==> src/logic/ucpmc_pkg.sv <==
// Shared constants, enumerations and carriers of the charge-port mode controller.
`default_nettype none
package ucpmc_pkg;
    // ==========================================================
    // Timing
    localparam int unsigned CLK_PERIOD_NS = 4;
    localparam int unsigned DCHG_TIME_NS  = 2000;
    localparam int unsigned V12_TIME_NS   = 4000;
    localparam logic [15:0] DCHG_CYC =
        16'((DCHG_TIME_NS + CLK_PERIOD_NS - 1) / CLK_PERIOD_NS);
    localparam logic [15:0] V12_CYC  = 16'(V12_TIME_NS / CLK_PERIOD_NS);

    // ==========================================================
    // Register map
    localparam logic [7:0] REG_CFG      = 8'h00;
    localparam logic [7:0] REG_STAT     = 8'h04;
    localparam int unsigned CFG_FB_BIT   = 0;
    localparam int unsigned CFG_HOLD_BIT = 1;
    localparam logic       CFG_FB_RST   = 1'b1;
    localparam logic       CFG_HOLD_RST = 1'b0;
    localparam int unsigned ST_MODE_LSB = 0;
    localparam int unsigned ST_DET_LSB  = 4;
    localparam int unsigned ST_DCHG_BIT = 8;
    localparam int unsigned ST_FB_BIT   = 9;
    localparam int unsigned ST_CODE_LSB = 12;

    // ==========================================================
    // Types
    typedef enum logic [2:0] {
        M_CHG_LO, M_CHG_AUTO, M_SDP, M_CLIENT, M_SDP_MASK, M_CDP
    } ucpmc_mode_t;

    typedef enum logic [1:0] {
        D_DIV, D_V12, D_SHORT
    } ucpmc_det_t;

    typedef struct packed {
        logic mode_select_pin_a;
        logic mode_select_pin_b;
        logic mode_select_pin_c;
    } ucpmc_ctl_t;

    typedef struct packed {
        logic divider_bias_scheme;
        logic v12_pull;
        logic short_lines;
        logic data_switch;
    } ucpmc_dl_t;
endpackage : ucpmc_pkg
`default_nettype wire

==> src/logic/ucpmc_timer.sv <==
// One-shot cycle timer: busy while counting, one-cycle done pulse at the end.
`default_nettype none
module ucpmc_timer (
    // Clock and reset.
    input  wire logic        clk_i,
    input  wire logic        arst_n_i,
    // Control.
    input  wire logic        start_i,
    input  wire logic [15:0] len_i,
    // Status.
    output logic             busy_o,
    output logic             done_o
);
    typedef struct packed {
        logic [15:0] cnt;
        logic        busy;
        logic        done;
    } ucpmc_tmr_t;

    ucpmc_tmr_t st_ff;
    ucpmc_tmr_t nxt_st;

    // A restart while busy reloads the count, so the last start always wins.
    always_comb begin
        nxt_st      = st_ff;
        nxt_st.done = 1'b0;
        if (start_i) begin
            nxt_st.cnt  = len_i;
            nxt_st.busy = 1'b1;
        end else if (st_ff.busy) begin
            nxt_st.cnt = st_ff.cnt - 16'h0001;
            if (st_ff.cnt <= 16'h0001) begin
                nxt_st.busy = 1'b0;
                nxt_st.done = 1'b1;
            end
        end
    end

    // State register.
    always_ff @(posedge clk_i or negedge arst_n_i) begin
        if (!arst_n_i) begin
            st_ff <= '0;
        end else begin
            st_ff <= nxt_st;
        end
    end

    assign busy_o = st_ff.busy;
    assign done_o = st_ff.done;
endmodule : ucpmc_timer
`default_nettype wire

==> src/logic/ucpmc_top.sv <==
// Charge-port mode controller: pin decode, discharge sequencing and charge detection.
`default_nettype none
// Functional notes
// - Follow mode pins continuously, no trigger.
// - Decode the six modes from three pins.
// - No overcurrent fault in masked low modes.
// - Client: switch off, data through, outputs idle.
// - No discharge between 000 and 001.
// - No discharge between 110 and 111.
// - Code 111 falls back to data port.
// - Fallback discharges; return without discharge.
// - Data switches stay on during handshake; code runs detection only in charge-only modes, with data off.
// - Detection starts in divider bias.
// - Divider bias drives both lines high.
// - Compliant attach: switch on, brief pull.
// - Tie lines, pull, fixed time, then short.
// - Shorted mode ties lines through impedance.
// - Stay shorted until release, then divider.
// - Divider-accepting device keeps divider state.
// - Data on in data modes, enable high.
// - Data off on enable low or charging.
// - Current limit does not open data switches.
// - Data off throughout any discharge.
// - Low or high limit chosen per mode.
module ucpmc_top (
    // Clock and reset.
    input  wire logic              MCLK_I,
    input  wire logic              ARST_N_I,
    // Mode pins and enable.
    input  wire ucpmc_pkg::ucpmc_ctl_t CTL_I,
    input  wire logic              EN_I,
    // Analog monitors.
    input  wire logic              OVERCURRENT_I,
    input  wire logic              OVERTEMP_I,
    // Attached-device events.
    input  wire logic              BC_ATTACH_I,
    input  wire logic              LINE_RELEASE_I,
    input  wire logic              MISCLASS_I,
    input  wire logic              DATA_CONNECT_I,
    // Register port.
    input  wire logic [7:0]        ADDR_I,
    input  wire logic [31:0]       WDATA_I,
    input  wire logic              WR_I,
    input  wire logic              RD_I,
    output logic [31:0]            RDATA_O,
    // Power path.
    output logic                   PWR_SW_O,
    output logic                   HIGH_LIMIT_SETTING_SEL_O,
    output logic                   DISCHARGE_O,
    // Indicators.
    output logic                   STATUS_N_O,
    output logic                   FAULT_N_O,
    output logic                   CS_EN_O,
    // Data-line controls.
    output ucpmc_pkg::ucpmc_dl_t   DL_O
);
    import ucpmc_pkg::*;

    // ==========================================================
    // Decode helpers

    // Pin code to mode; 01x and 10x ignore the last pin.
    function automatic ucpmc_mode_t decode(input logic [2:0] c);
        ucpmc_mode_t m;
        m = M_CHG_LO;
        case (c)
            3'h0:    m = M_CHG_LO;
            3'h1:    m = M_CHG_AUTO;
            3'h2,
            3'h3:    m = M_SDP;
            3'h4,
            3'h5:    m = M_CLIENT;
            3'h6:    m = M_SDP_MASK;
            3'h7:    m = M_CDP;
            default: m = M_CHG_LO;
        endcase
        return m;
    endfunction : decode

    // Code pairs that swap without discharging the bus.
    function automatic logic exempt(input logic [2:0] a, input logic [2:0] b);
        return (a[2:1] == b[2:1]) && ((a[2:1] == 2'h0) || (a[2:1] == 2'h3));
    endfunction : exempt

    // Charge-only modes run the line detection and keep data off.
    function automatic logic chg_mode(input ucpmc_mode_t m);
        return (m == M_CHG_LO) || (m == M_CHG_AUTO);
    endfunction : chg_mode

    // ==========================================================
    // State

    typedef struct packed {
        ucpmc_mode_t mode;
        logic [2:0]  code;
        ucpmc_det_t  det;
        logic        fb;
        logic        fb_en;
        logic        hold;
        logic        dchg_go;
        logic        v12_go;
        logic        pwr;
        logic        high_limit_setting;
        logic        status_n;
        logic        fault_n;
        logic        cs;
        logic        dchg_o;
        ucpmc_dl_t   dl;
        logic [10:0] v12_age;
        logic [31:0] rdata;
    } ucpmc_st_t;

    ucpmc_st_t   st_ff;
    ucpmc_st_t   nxt_st;
    logic [2:0]  pin_code;
    ucpmc_mode_t pin_mode;
    logic        dchg_busy;
    logic        dchg_done;
    logic        v12_busy;
    logic        v12_done;
    logic        dchg;

    assign pin_code = {CTL_I.mode_select_pin_a, CTL_I.mode_select_pin_b,
                       CTL_I.mode_select_pin_c};
    assign pin_mode = decode(pin_code);
    // The start pulse covers the cycle before the timer reports busy.
    assign dchg     = dchg_busy | st_ff.dchg_go;

    // ==========================================================
    // Timers

    // Bus-output discharge length.
    ucpmc_timer u_dchg_tmr (
        .clk_i    (MCLK_I),
        .arst_n_i (ARST_N_I),
        .start_i  (st_ff.dchg_go),
        .len_i    (DCHG_CYC),
        .busy_o   (dchg_busy),
        .done_o   (dchg_done)
    );

    // Fixed dwell of the tied-and-pulled line state.
    ucpmc_timer u_v12_tmr (
        .clk_i    (MCLK_I),
        .arst_n_i (ARST_N_I),
        .start_i  (st_ff.v12_go),
        .len_i    (V12_CYC),
        .busy_o   (v12_busy),
        .done_o   (v12_done)
    );

    // ==========================================================
    // Next-state logic

    always_comb begin
        nxt_st         = st_ff;
        nxt_st.dchg_go = 1'b0;
        nxt_st.v12_go  = 1'b0;

        // Mode tracking; the pins are watched every cycle.
        if (dchg || dchg_done) begin
            // Done follows the last busy cycle, so the new mode is taken on it.
            if (dchg_done) begin
                nxt_st.mode = pin_mode;
                nxt_st.code = pin_code;
            end
        end else if (pin_mode != st_ff.mode) begin
            if (exempt(st_ff.code, pin_code)) begin
                nxt_st.mode = pin_mode;
                nxt_st.code = pin_code;
            end else begin
                nxt_st.dchg_go = 1'b1;
            end
            nxt_st.fb = 1'b0;
        end else begin
            nxt_st.code = pin_code;
            // Fallback for devices that take the port as charge-only.
            if (st_ff.mode == M_CDP && st_ff.fb_en && !st_ff.fb && MISCLASS_I) begin
                nxt_st.fb      = 1'b1;
                nxt_st.dchg_go = 1'b1;
            end else if (st_ff.fb && DATA_CONNECT_I) begin
                nxt_st.fb = 1'b0;
            end
        end

        // Charge detection runs only in charge-only modes.
        if (!chg_mode(nxt_st.mode) || dchg) begin
            nxt_st.det = D_DIV;
        end else begin
            case (st_ff.det)
                D_DIV: begin
                    // A divider-accepting device never attaches here.
                    if (BC_ATTACH_I) begin
                        nxt_st.det    = D_V12;
                        nxt_st.v12_go = 1'b1;
                    end
                end
                D_V12: begin
                    if (v12_done) begin
                        nxt_st.det = D_SHORT;
                    end
                end
                D_SHORT: begin
                    if (LINE_RELEASE_I) begin
                        nxt_st.det = D_DIV;
                    end
                end
                default: nxt_st.det = D_DIV;
            endcase
        end

        // Register writes.
        if (WR_I && ADDR_I == REG_CFG) begin
            nxt_st.fb_en = WDATA_I[CFG_FB_BIT];
            nxt_st.hold  = WDATA_I[CFG_HOLD_BIT];
        end

        // Read data stands only in the cycle after the strobe.
        nxt_st.rdata = '0;
        if (RD_I) begin
            case (ADDR_I)
                REG_CFG: begin
                    nxt_st.rdata[CFG_FB_BIT]   = st_ff.fb_en;
                    nxt_st.rdata[CFG_HOLD_BIT] = st_ff.hold;
                end
                REG_STAT: begin
                    nxt_st.rdata[ST_MODE_LSB +: 3] = st_ff.mode;
                    nxt_st.rdata[ST_DET_LSB +: 2]  = st_ff.det;
                    nxt_st.rdata[ST_DCHG_BIT]      = dchg;
                    nxt_st.rdata[ST_FB_BIT]        = st_ff.fb;
                    nxt_st.rdata[ST_CODE_LSB +: 3] = st_ff.code;
                end
                default: nxt_st.rdata = '0;
            endcase
        end

        // Outputs follow the next state so that all ports leave flip-flops.
        // The switch stays on through detection steps; only discharge and
        // client mode turn it off.
        nxt_st.pwr = !nxt_st.dchg_go && !(dchg && !dchg_done) &&
                     (nxt_st.mode != M_CLIENT);
        nxt_st.dchg_o = nxt_st.dchg_go || (dchg && !dchg_done);
        nxt_st.high_limit_setting = (nxt_st.mode == M_CHG_AUTO) ||
                         (nxt_st.mode == M_CDP && !nxt_st.fb);
        nxt_st.status_n = !((nxt_st.mode == M_CHG_AUTO) ||
                            (nxt_st.mode == M_CDP && !nxt_st.fb));
        nxt_st.cs = (nxt_st.mode != M_CLIENT);
        // Overcurrent is masked in codes 000 and 110 and in client mode.
        if (nxt_st.mode == M_CLIENT) begin
            nxt_st.fault_n = 1'b1;
        end else if (nxt_st.mode == M_CHG_LO || nxt_st.mode == M_SDP_MASK) begin
            nxt_st.fault_n = !OVERTEMP_I;
        end else begin
            nxt_st.fault_n = !(OVERTEMP_I || OVERCURRENT_I);
        end
        // Data switches ignore the current limit on purpose.
        nxt_st.dl.data_switch = EN_I && !chg_mode(nxt_st.mode) &&
                                !nxt_st.dchg_o && !nxt_st.hold;
        nxt_st.dl.divider_bias_scheme = chg_mode(nxt_st.mode) && !nxt_st.dchg_o &&
                                        nxt_st.det == D_DIV;
        nxt_st.dl.v12_pull    = chg_mode(nxt_st.mode) && nxt_st.det == D_V12;
        nxt_st.dl.short_lines = chg_mode(nxt_st.mode) &&
                                (nxt_st.det != D_DIV);
        // Age of the pull state, kept only so the dwell check stays a counter.
        nxt_st.v12_age = st_ff.dl.v12_pull ? st_ff.v12_age + 11'h001 : 11'h000;
    end

    // ==========================================================
    // State register

    // Reset lands in the low-limit charge mode with the switch off.
    always_ff @(posedge MCLK_I or negedge ARST_N_I) begin
        if (!ARST_N_I) begin
            st_ff          <= '0;
            st_ff.mode     <= M_CHG_LO;
            st_ff.det      <= D_DIV;
            st_ff.fb_en    <= CFG_FB_RST;
            st_ff.hold     <= CFG_HOLD_RST;
            st_ff.status_n <= 1'b1;
            st_ff.fault_n  <= 1'b1;
        end else begin
            st_ff <= nxt_st;
        end
    end

    assign RDATA_O       = st_ff.rdata;
    assign PWR_SW_O      = st_ff.pwr;
    assign HIGH_LIMIT_SETTING_SEL_O = st_ff.high_limit_setting;
    assign DISCHARGE_O   = st_ff.dchg_o;
    assign STATUS_N_O    = st_ff.status_n;
    assign FAULT_N_O     = st_ff.fault_n;
    assign CS_EN_O       = st_ff.cs;
    assign DL_O          = st_ff.dl;

    // ==========================================================
    // Assertions

    localparam int DCHG_MAX = 510;
    localparam logic [10:0] V12_MAX = 11'h3f2;
endmodule : ucpmc_top
`default_nettype wire
==> config.mk <==
export PLATFORM = sky130hd
export DESIGN_NAME = ucpmc_top
export DESIGN_NICKNAME = d
export VERILOG_FILES = /design/src/logic/ucpmc_pkg.sv /design/src/logic/ucpmc_timer.sv /design/src/logic/ucpmc_top.sv
export SDC_FILE = /design/constraint.sdc
export NUM_CORES = 1
export LEC_CHECK = 0
export BUFFER_PORTS_ARGS = -buffer_cell sky130_fd_sc_hd__buf_2
export CORE_ASPECT_RATIO = 1.5
export CORE_UTILIZATION = 49
export CTS_CLUSTER_DIAMETER = 120
export DETAILED_ROUTE_END_ITERATION = 8
export GPL_ROUTABILITY_DRIVEN = 0
export HOLD_SLACK_MARGIN = 0.1
export PLACE_DENSITY = 0.88
export SYNTH_ARGS = -nofsm -noshare
export SYNTH_HDL_FRONTEND = slang
export SYNTH_HIERARCHICAL = 1
export SYNTH_SLANG_ARGS = --single-unit
==> constraint.sdc <==
create_clock -name MCLK_I -period 1.83 [get_ports MCLK_I]
set_input_delay 0.366 -clock MCLK_I [delete_from_list [all_inputs] [get_ports MCLK_I]]
set_output_delay 0.366 -clock MCLK_I [all_outputs]
set_load 0.02 [all_outputs]
---- After elaboration in Yosys (flattened, before gate mapping) ----
Memories as Yosys holds them, arrays and structs flattened.
Index checks and enable logic that the tools add are counted.
word-level totals
  flip-flop bits (word level) ............. 91
  latch bits .............................. 0
  bits in writable memories ............... 0
  bits in read-only memories .............. 24
  input port bits ......................... 54
  output and inout port bits .............. 42
  memories kept ........................... 1
memories
  memory            depth  width  rd ports  clocked after Yosys merged registers in  wr ports  line             text
  (name not given)  8      3      1         0                                        0         ucpmc_top.sv:66  case (c)
cells by class
  $add $sub $neg .......................... 2
  multipliers ............................. 0
  divide/modulo/power cells ............... 0
  $lt $le $gt $ge ......................... 2
  eq/ne operators ......................... 15
  shift-type cells ........................ 0
  multiplexer cells ....................... 38
  bitwise operators ....................... 1
  reduce and logical (&&, ||, !) cells .... 45
operators with widths
  cell                     number
  $mux W18                 2
  $mux W17                 2
  $le A16 B1 Y1 const B    2
  $sub A16 B1 Y16 const B  2
  $mux W6                  3
  $logic_and A1 B1 Y1      17
  $mux W1                  17
  $mux W2                  8
  $mux W15                 1
  $logic_not A1 Y1         11
  $eq A3 B3 Y1 const B     3
  $mux W3                  3
  $eq A8 B3 Y1 const B     1
  $logic_not A8 Y1         1
  $logic_or A1 B1 Y1       8
  $logic_not A2 Y1         3
  $ne A3 B2 Y1 const B     2
  $pmux W2 S3              1
  $reduce_bool A2 Y1       3
  $eq A2 B1 Y1 const B     2
  $eq A2 B2 Y1 const B     2
  $pmux W2 S2              1
  $eq A3 B1 Y1 const B     1
  $eq A3 B2 Y1 const B     1
  other kinds (6)          6

---- Depth between registers and ports, before layout ----
  depth in word-level cells ............... 13
  gate-level depth with buffers ........... 6
  mapped depth without buffers ............ 6

---- Modules after synthesis ----
Netlist, hierarchy kept.
by module, submodules not included
  module       instances  cells an instance  area an instance (µm²)  sequential area each (µm²)
  ucpmc_timer  2          107                1059.8                  450.4
  ucpmc_top    1          174                1784.2                  829.5

---- Worst setup path before layout ----
Ideal clock, no wire load.
  path type ............................... input-to-reg
  start point ............................. input CTL_I[1] in the netlist's numbering
  end point ............................... register st_ff[60] in the netlist's numbering
  library setup time ...................... 125 ps
  arrival time ............................ 1762 ps
  slack ................................... -56 ps
  stages .................................. 6
  path through ............................ ha_1 > xor2_1 > nor2_1 > a31o_2 > a21oi_1 > mux2_2
on the way
  longest elaborated chain between the ends .. 4
ends and longest elaborated chain
  element                                                 line                               text
  start: declaration                                      ucpmc_top.sv:30                    input wire ucpmc_pkg::ucpmc_ctl_t CTL_I,
  $mem_v2 Z8 W3 or $eq A2 B2 Y1 (tied branches)           -
  $ne A3 B3 Y1 or $logic_and A1 B1 Y1 (tied branches)     ucpmc_top.sv:167, ucpmc_top.sv:82
  $ne A3 B2 Y1 (no line) or $mux W3 (tied branches)       -
  $reduce_and A2 Y1 (no line) or $mux W6 (tied branches)  -
  end signal: assignment                                  ucpmc_top.sv:282                   st_ff <= nxt_st;
  end: declaration                                        ucpmc_top.sv:113                   ucpmc_st_t st_ff;
Several ways; a longest one is shown, not always the timed one.
A chain may end at the register's enable or synchronous reset.

---- Worst setup path in the final report ----
  start point ............................. register u_dchg_tmr/st_ff[12] in the netlist's numbering
  end point ............................... register u_dchg_tmr/st_ff[16] in the netlist's numbering
on the way
  longest elaborated chain between the ends .. 3
ends and longest elaborated chain
  element                   line               text
  start: declaration        ucpmc_timer.sv:20  ucpmc_tmr_t st_ff;
  start signal: assignment  ucpmc_timer.sv:44  st_ff <= nxt_st;
  $sub A16 B1 Y16           ucpmc_timer.sv:31  nxt_st.cnt = st_ff.cnt - 16'h0001;
  $mux W18                  ucpmc_timer.sv:30  end else if (st_ff.busy) begin
  $mux W17                  ucpmc_timer.sv:27  if (start_i) begin
No other way between the ends. The select of a mux whose other input is x is not followed.

==> summary.md <==
| Metric | Value |
|---|---|
| Most frequently used flop master after synthesis | `sky130_fd_sc_hd__dfrtp_1` |
| Initial core utilization | `0.510` |
| Kind of start point of the critical path | `register` |
| Total power draw | `roughly 0.007 W` |
| Final-report hold violation count | `0` |
| DRT Pass-1 Iters | `7` |
| Total GRT Usage | `0.216` |
| Number of enable flip-flop cells after synthesis | `0` |
| Later-pin clock latency in the skew report | `330 ps` |
| Post-detailed-route wirelength per cell | `14.4 um` |
| Largest net degree at the start of global routing | `70` |
| Die Height | `111 um` |
| DRC | `0` |
| Power density over the cells | `1510 nW/um^2` |
| Outcome | `finished clean` |
| Die Area | `between 8000 and 9000 sq um` |
| Signed area change from the synthesized netlist to the final layout | `19.4%` |
| GRT overflow | `0` |
| I/O pin count | `96` |
| Min-Delay Path Class | `in2reg` |
| Core Area | `7660 sq um` |
| Count of distinct cell types in the synthesized netlist | `56` |
| Netlist Area Pre-Place | `3900 sq um` |
| Fmax | `556 MHz` |
| Max-Cap Viols | `0` |
| Global-route wire length before repair | `13.8 mm` |
| Worst Path Class, Setup | `reg2reg` |
| CTS Sinks | `69` |
| Amount of wire on met2 after detailed routing | `4.73 mm` |
| Synth Warn # | `6` |
| Leak Pwr | `2.13 nW` |
| Portion of the clock cycle consumed by the worst path in the final layout | `0.983` |
| Synth area leaders | `sky130_fd_sc_hd__dfrtp_1 (42%), sky130_fd_sc_hd__buf_4 (6.9%), sky130_fd_sc_hd__nand2_1 (4.0%)` |
| Via count of the first global-routing pass | `3026` |
| Cell type with the highest aggregate area in the netlist | `sky130_fd_sc_hd__dfrtp_1` |
| Maximum level of the CTS H-tree | `3` |
| CTS tree | `yes` |
| Buffer cell driving the clock tree root | `sky130_fd_sc_hd__clkbuf_16` |
| Required time at the worst-slack endpoint | `2040 ps` |
| Worst hold margin | `198 ps` |
| Length of routed met3 wiring | `about 210 um` |
| Cells after synthesis | `388` |
| Async set-reset flop share out of synthesis | `1.00` |
| Top cell type's share of synthesized area | `0.423` |
| Worst Max-Slew Pin Slew | `between 500 and 600 ps` |
| Final setup vio count | `0` |
| Synthesis-stage register bit count | `69` |
| Number of diodes added for antenna fixing | `0` |
| Clock Pin Slew Worst Setup and Hold Paths | `60 ps` |
| Starting DRT DRC Count | `138` |
| Routed via count | `2976` |
| Highest Signal Layer | `met4` |
| Vias per Instance | `around 5.2` |
| Routed length on met1 | `3.23 mm` |
| Width of the die | `74.9 um` |
| Setup repair after global routing missed its margin | `true` |
| Overall routed net length | `between 8 and 9 mm` |
| DP Wirelength | `5.43 mm` |
| Cell Rows | `39` |
| Clock buffers created by TritonCTS | `9` |
| Antenna Nets Post-Route | `0` |
| Antenna violations before repair | `0` |
| Sort of element at the end of the critical path | `register` |
| WP data arrival | `2010 ps` |
| Number of nets in the final layout | `529` |
| Share of cells above drive strength 1 | `0.253` |
| Period minus WS final | `about 1800 ps` |
| Clock skew after layout | `6.81 ps` |
| Max Fanout on Critical Path | `6` |
| Buffer levels on the longest clock path | `2` |
| Count of buffers from port buffering | `43` |
| Mean post-synth cell area | `10.1 sq um` |
| Worst slew slack as a fraction of its limit | `0.632` |
| Peak ir drop on the vdd network | `a little over 0.8 mV` |
| Sequential share of the synthesized area | `0.443` |
| Max-slew violation count | `0` |
path summary, 6_finish.rpt:
check / slack (ps) / depth (start not counted) / start / end
hold / removal: 200 / 2 / OVERTEMP_I / FAULT_N_O
hold reg to reg: 510 / 2 / st_ff[60] / RDATA_O[12]
max in group asynchronous: 930 / 3 / ARST_N_I / STATUS_N_O
setup / recovery: 30 / 4 / u_dchg_tmr/st_ff[12] / u_dchg_tmr/st_ff[16]
min in group asynchronous: 590 / 3 / ARST_N_I / RDATA_O[1]
setup reg to reg: 30 / 4 / u_dchg_tmr/st_ff[12] / u_dchg_tmr/st_ff[16]
cell usage in the layout, fill, tap and decap left out, types with 6 or more instances in the layout:
cell / instances
sky130_fd_sc_hd__dfrtp_1: 66
sky130_fd_sc_hd__o21ai_1: 9
sky130_fd_sc_hd__nor3_1: 9
sky130_fd_sc_hd__buf_4: 23
sky130_fd_sc_hd__buf_2: 43
sky130_fd_sc_hd__mux2_2: 10
sky130_fd_sc_hd__nand3_1: 8
sky130_fd_sc_hd__xor2_1: 18
sky130_fd_sc_hd__clkbuf_16: 9
sky130_fd_sc_hd__conb_1: 54
sky130_fd_sc_hd__nand2_1: 42
sky130_fd_sc_hd__xnor2_1: 14
sky130_fd_sc_hd__nand4b_1: 6
sky130_fd_sc_hd__nor2_1: 29
sky130_fd_sc_hd__inv_1: 15
sky130_fd_sc_hd__o21ai_0: 28
critical path, stage by stage, from the launching register on:
cell	delay (ps)
sky130_fd_sc_hd__dfrtp_1	380
sky130_fd_sc_hd__or4_4	630
sky130_fd_sc_hd__nor4b_4	300
sky130_fd_sc_hd__xor2_1	100
sky130_fd_sc_hd__mux2_2	260
synth_stat cells (4+ instances only):
cell type,instances
sky130_fd_sc_hd__mux2_2,10
sky130_fd_sc_hd__nand4b_1,6
sky130_fd_sc_hd__xor2_1,18
sky130_fd_sc_hd__o21ai_0,28
sky130_fd_sc_hd__nor2_1,29
sky130_fd_sc_hd__nand4_1,4
sky130_fd_sc_hd__nor4_1,4
sky130_fd_sc_hd__nand2_1,42
sky130_fd_sc_hd__xnor2_1,14
sky130_fd_sc_hd__nor3_1,9
sky130_fd_sc_hd__or4_4,5
sky130_fd_sc_hd__or3_1,5
sky130_fd_sc_hd__inv_1,15
sky130_fd_sc_hd__nor3b_1,4
sky130_fd_sc_hd__clkbuf_1,8
sky130_fd_sc_hd__o21ai_1,9
sky130_fd_sc_hd__buf_4,36
sky130_fd_sc_hd__nor4_2,6
sky130_fd_sc_hd__ha_1,5
sky130_fd_sc_hd__dfrtp_1,66
sky130_fd_sc_hd__nand3_1,8
metal layers:
metal	vias to the layer above	GRT usage
met3	12	0.0545
met2	61	0.391
met5	-	0
met1	1475	0.225
li1	1428	-
met4	0	0.0943
registers in the layout, indices dropped and copies added (netlist names):
register / cells
DISCHARGE_O: 1
PWR_SW_O: 1
CS_EN_O: 1
u_v12_tmr/st_ff: 16
u_dchg_tmr/busy_o: 1
DL_O: 4
FAULT_N_O: 1
st_ff: 13
u_v12_tmr/done_o: 1
HIGH_LIMIT_SETTING_SEL_O: 1
u_v12_tmr/busy_o: 1
u_dchg_tmr/done_o: 1
RDATA_O: 10
u_dchg_tmr/st_ff: 16
STATUS_N_O: 1
where the power goes:
group / leakage, nW / internal, W / switching [W]
clock: 0.147 / 0.00107 / 0.000666
sequential: 0.858 / 0.00207 / 0.000545
combinational: 1.12 / 0.00122 / 0.00146
total: 2.13 / 0.00435 / 0.00267
final cells by class:
cell class                      instances  area (sq um)
Clock buffer                           10           229
Clock inverter                          6          70.1
Fill cell                             587          3000
Inverter                               15          56.3
Multi-Input combinational cell        307          2030
Sequential cell                        69          1730
Tap cell                              102           128
Timing Repair Buffer                   68           418
per-stage QoR:
step | util | std cells | TNS, ps | worst slack (ps) | cell area, sq um
6_report | 0.608 | 577 | 0 | 30.7 | 4660
5_1_grt | 0.608 | 577 | -150 | -34.1 | 4660
4_1_cts | 0.603 | 576 | 0 | 7.55 | 4620
3_5_place_dp | 0.560 | 559 | -1590 | -214 | 4290
3_3_place_gp | 0.560 | 559 | -963 | -147 | 4290
2_1_floorplan | - | 440 | 0 | 8.54 | 4100
what timing repair did:
item                                    in CTS  in global routing
endpoints found under the hold margin       66                  0
setup buffers                                0                  1
hold buffers                                 1                  0
gates resized for setup                      2                  4
pin swaps                                    2                  8
endpoints found under the setup margin       5                 14
cells by family (layout without fill, tap and decap cells):
group / after synthesis / after routing / synth area share
AND/OR/NAND/NOR: 143 / 143 / 0.227
flip-flops: 69 / 69 / 0.443
buffers and inverters: 64 / 99 / 0.101
AO/OA/AOI/OAI: 58 / 58 / 0.0942
XOR/XNOR: 32 / 32 / 0.0718
multiplexers: 15 / 15 / 0.0452
adder cells (fa/ha/maj): 5 / 5 / 0.0160
other: 2 / 54 / 0.00192
(Power assumes the default switching activity.)
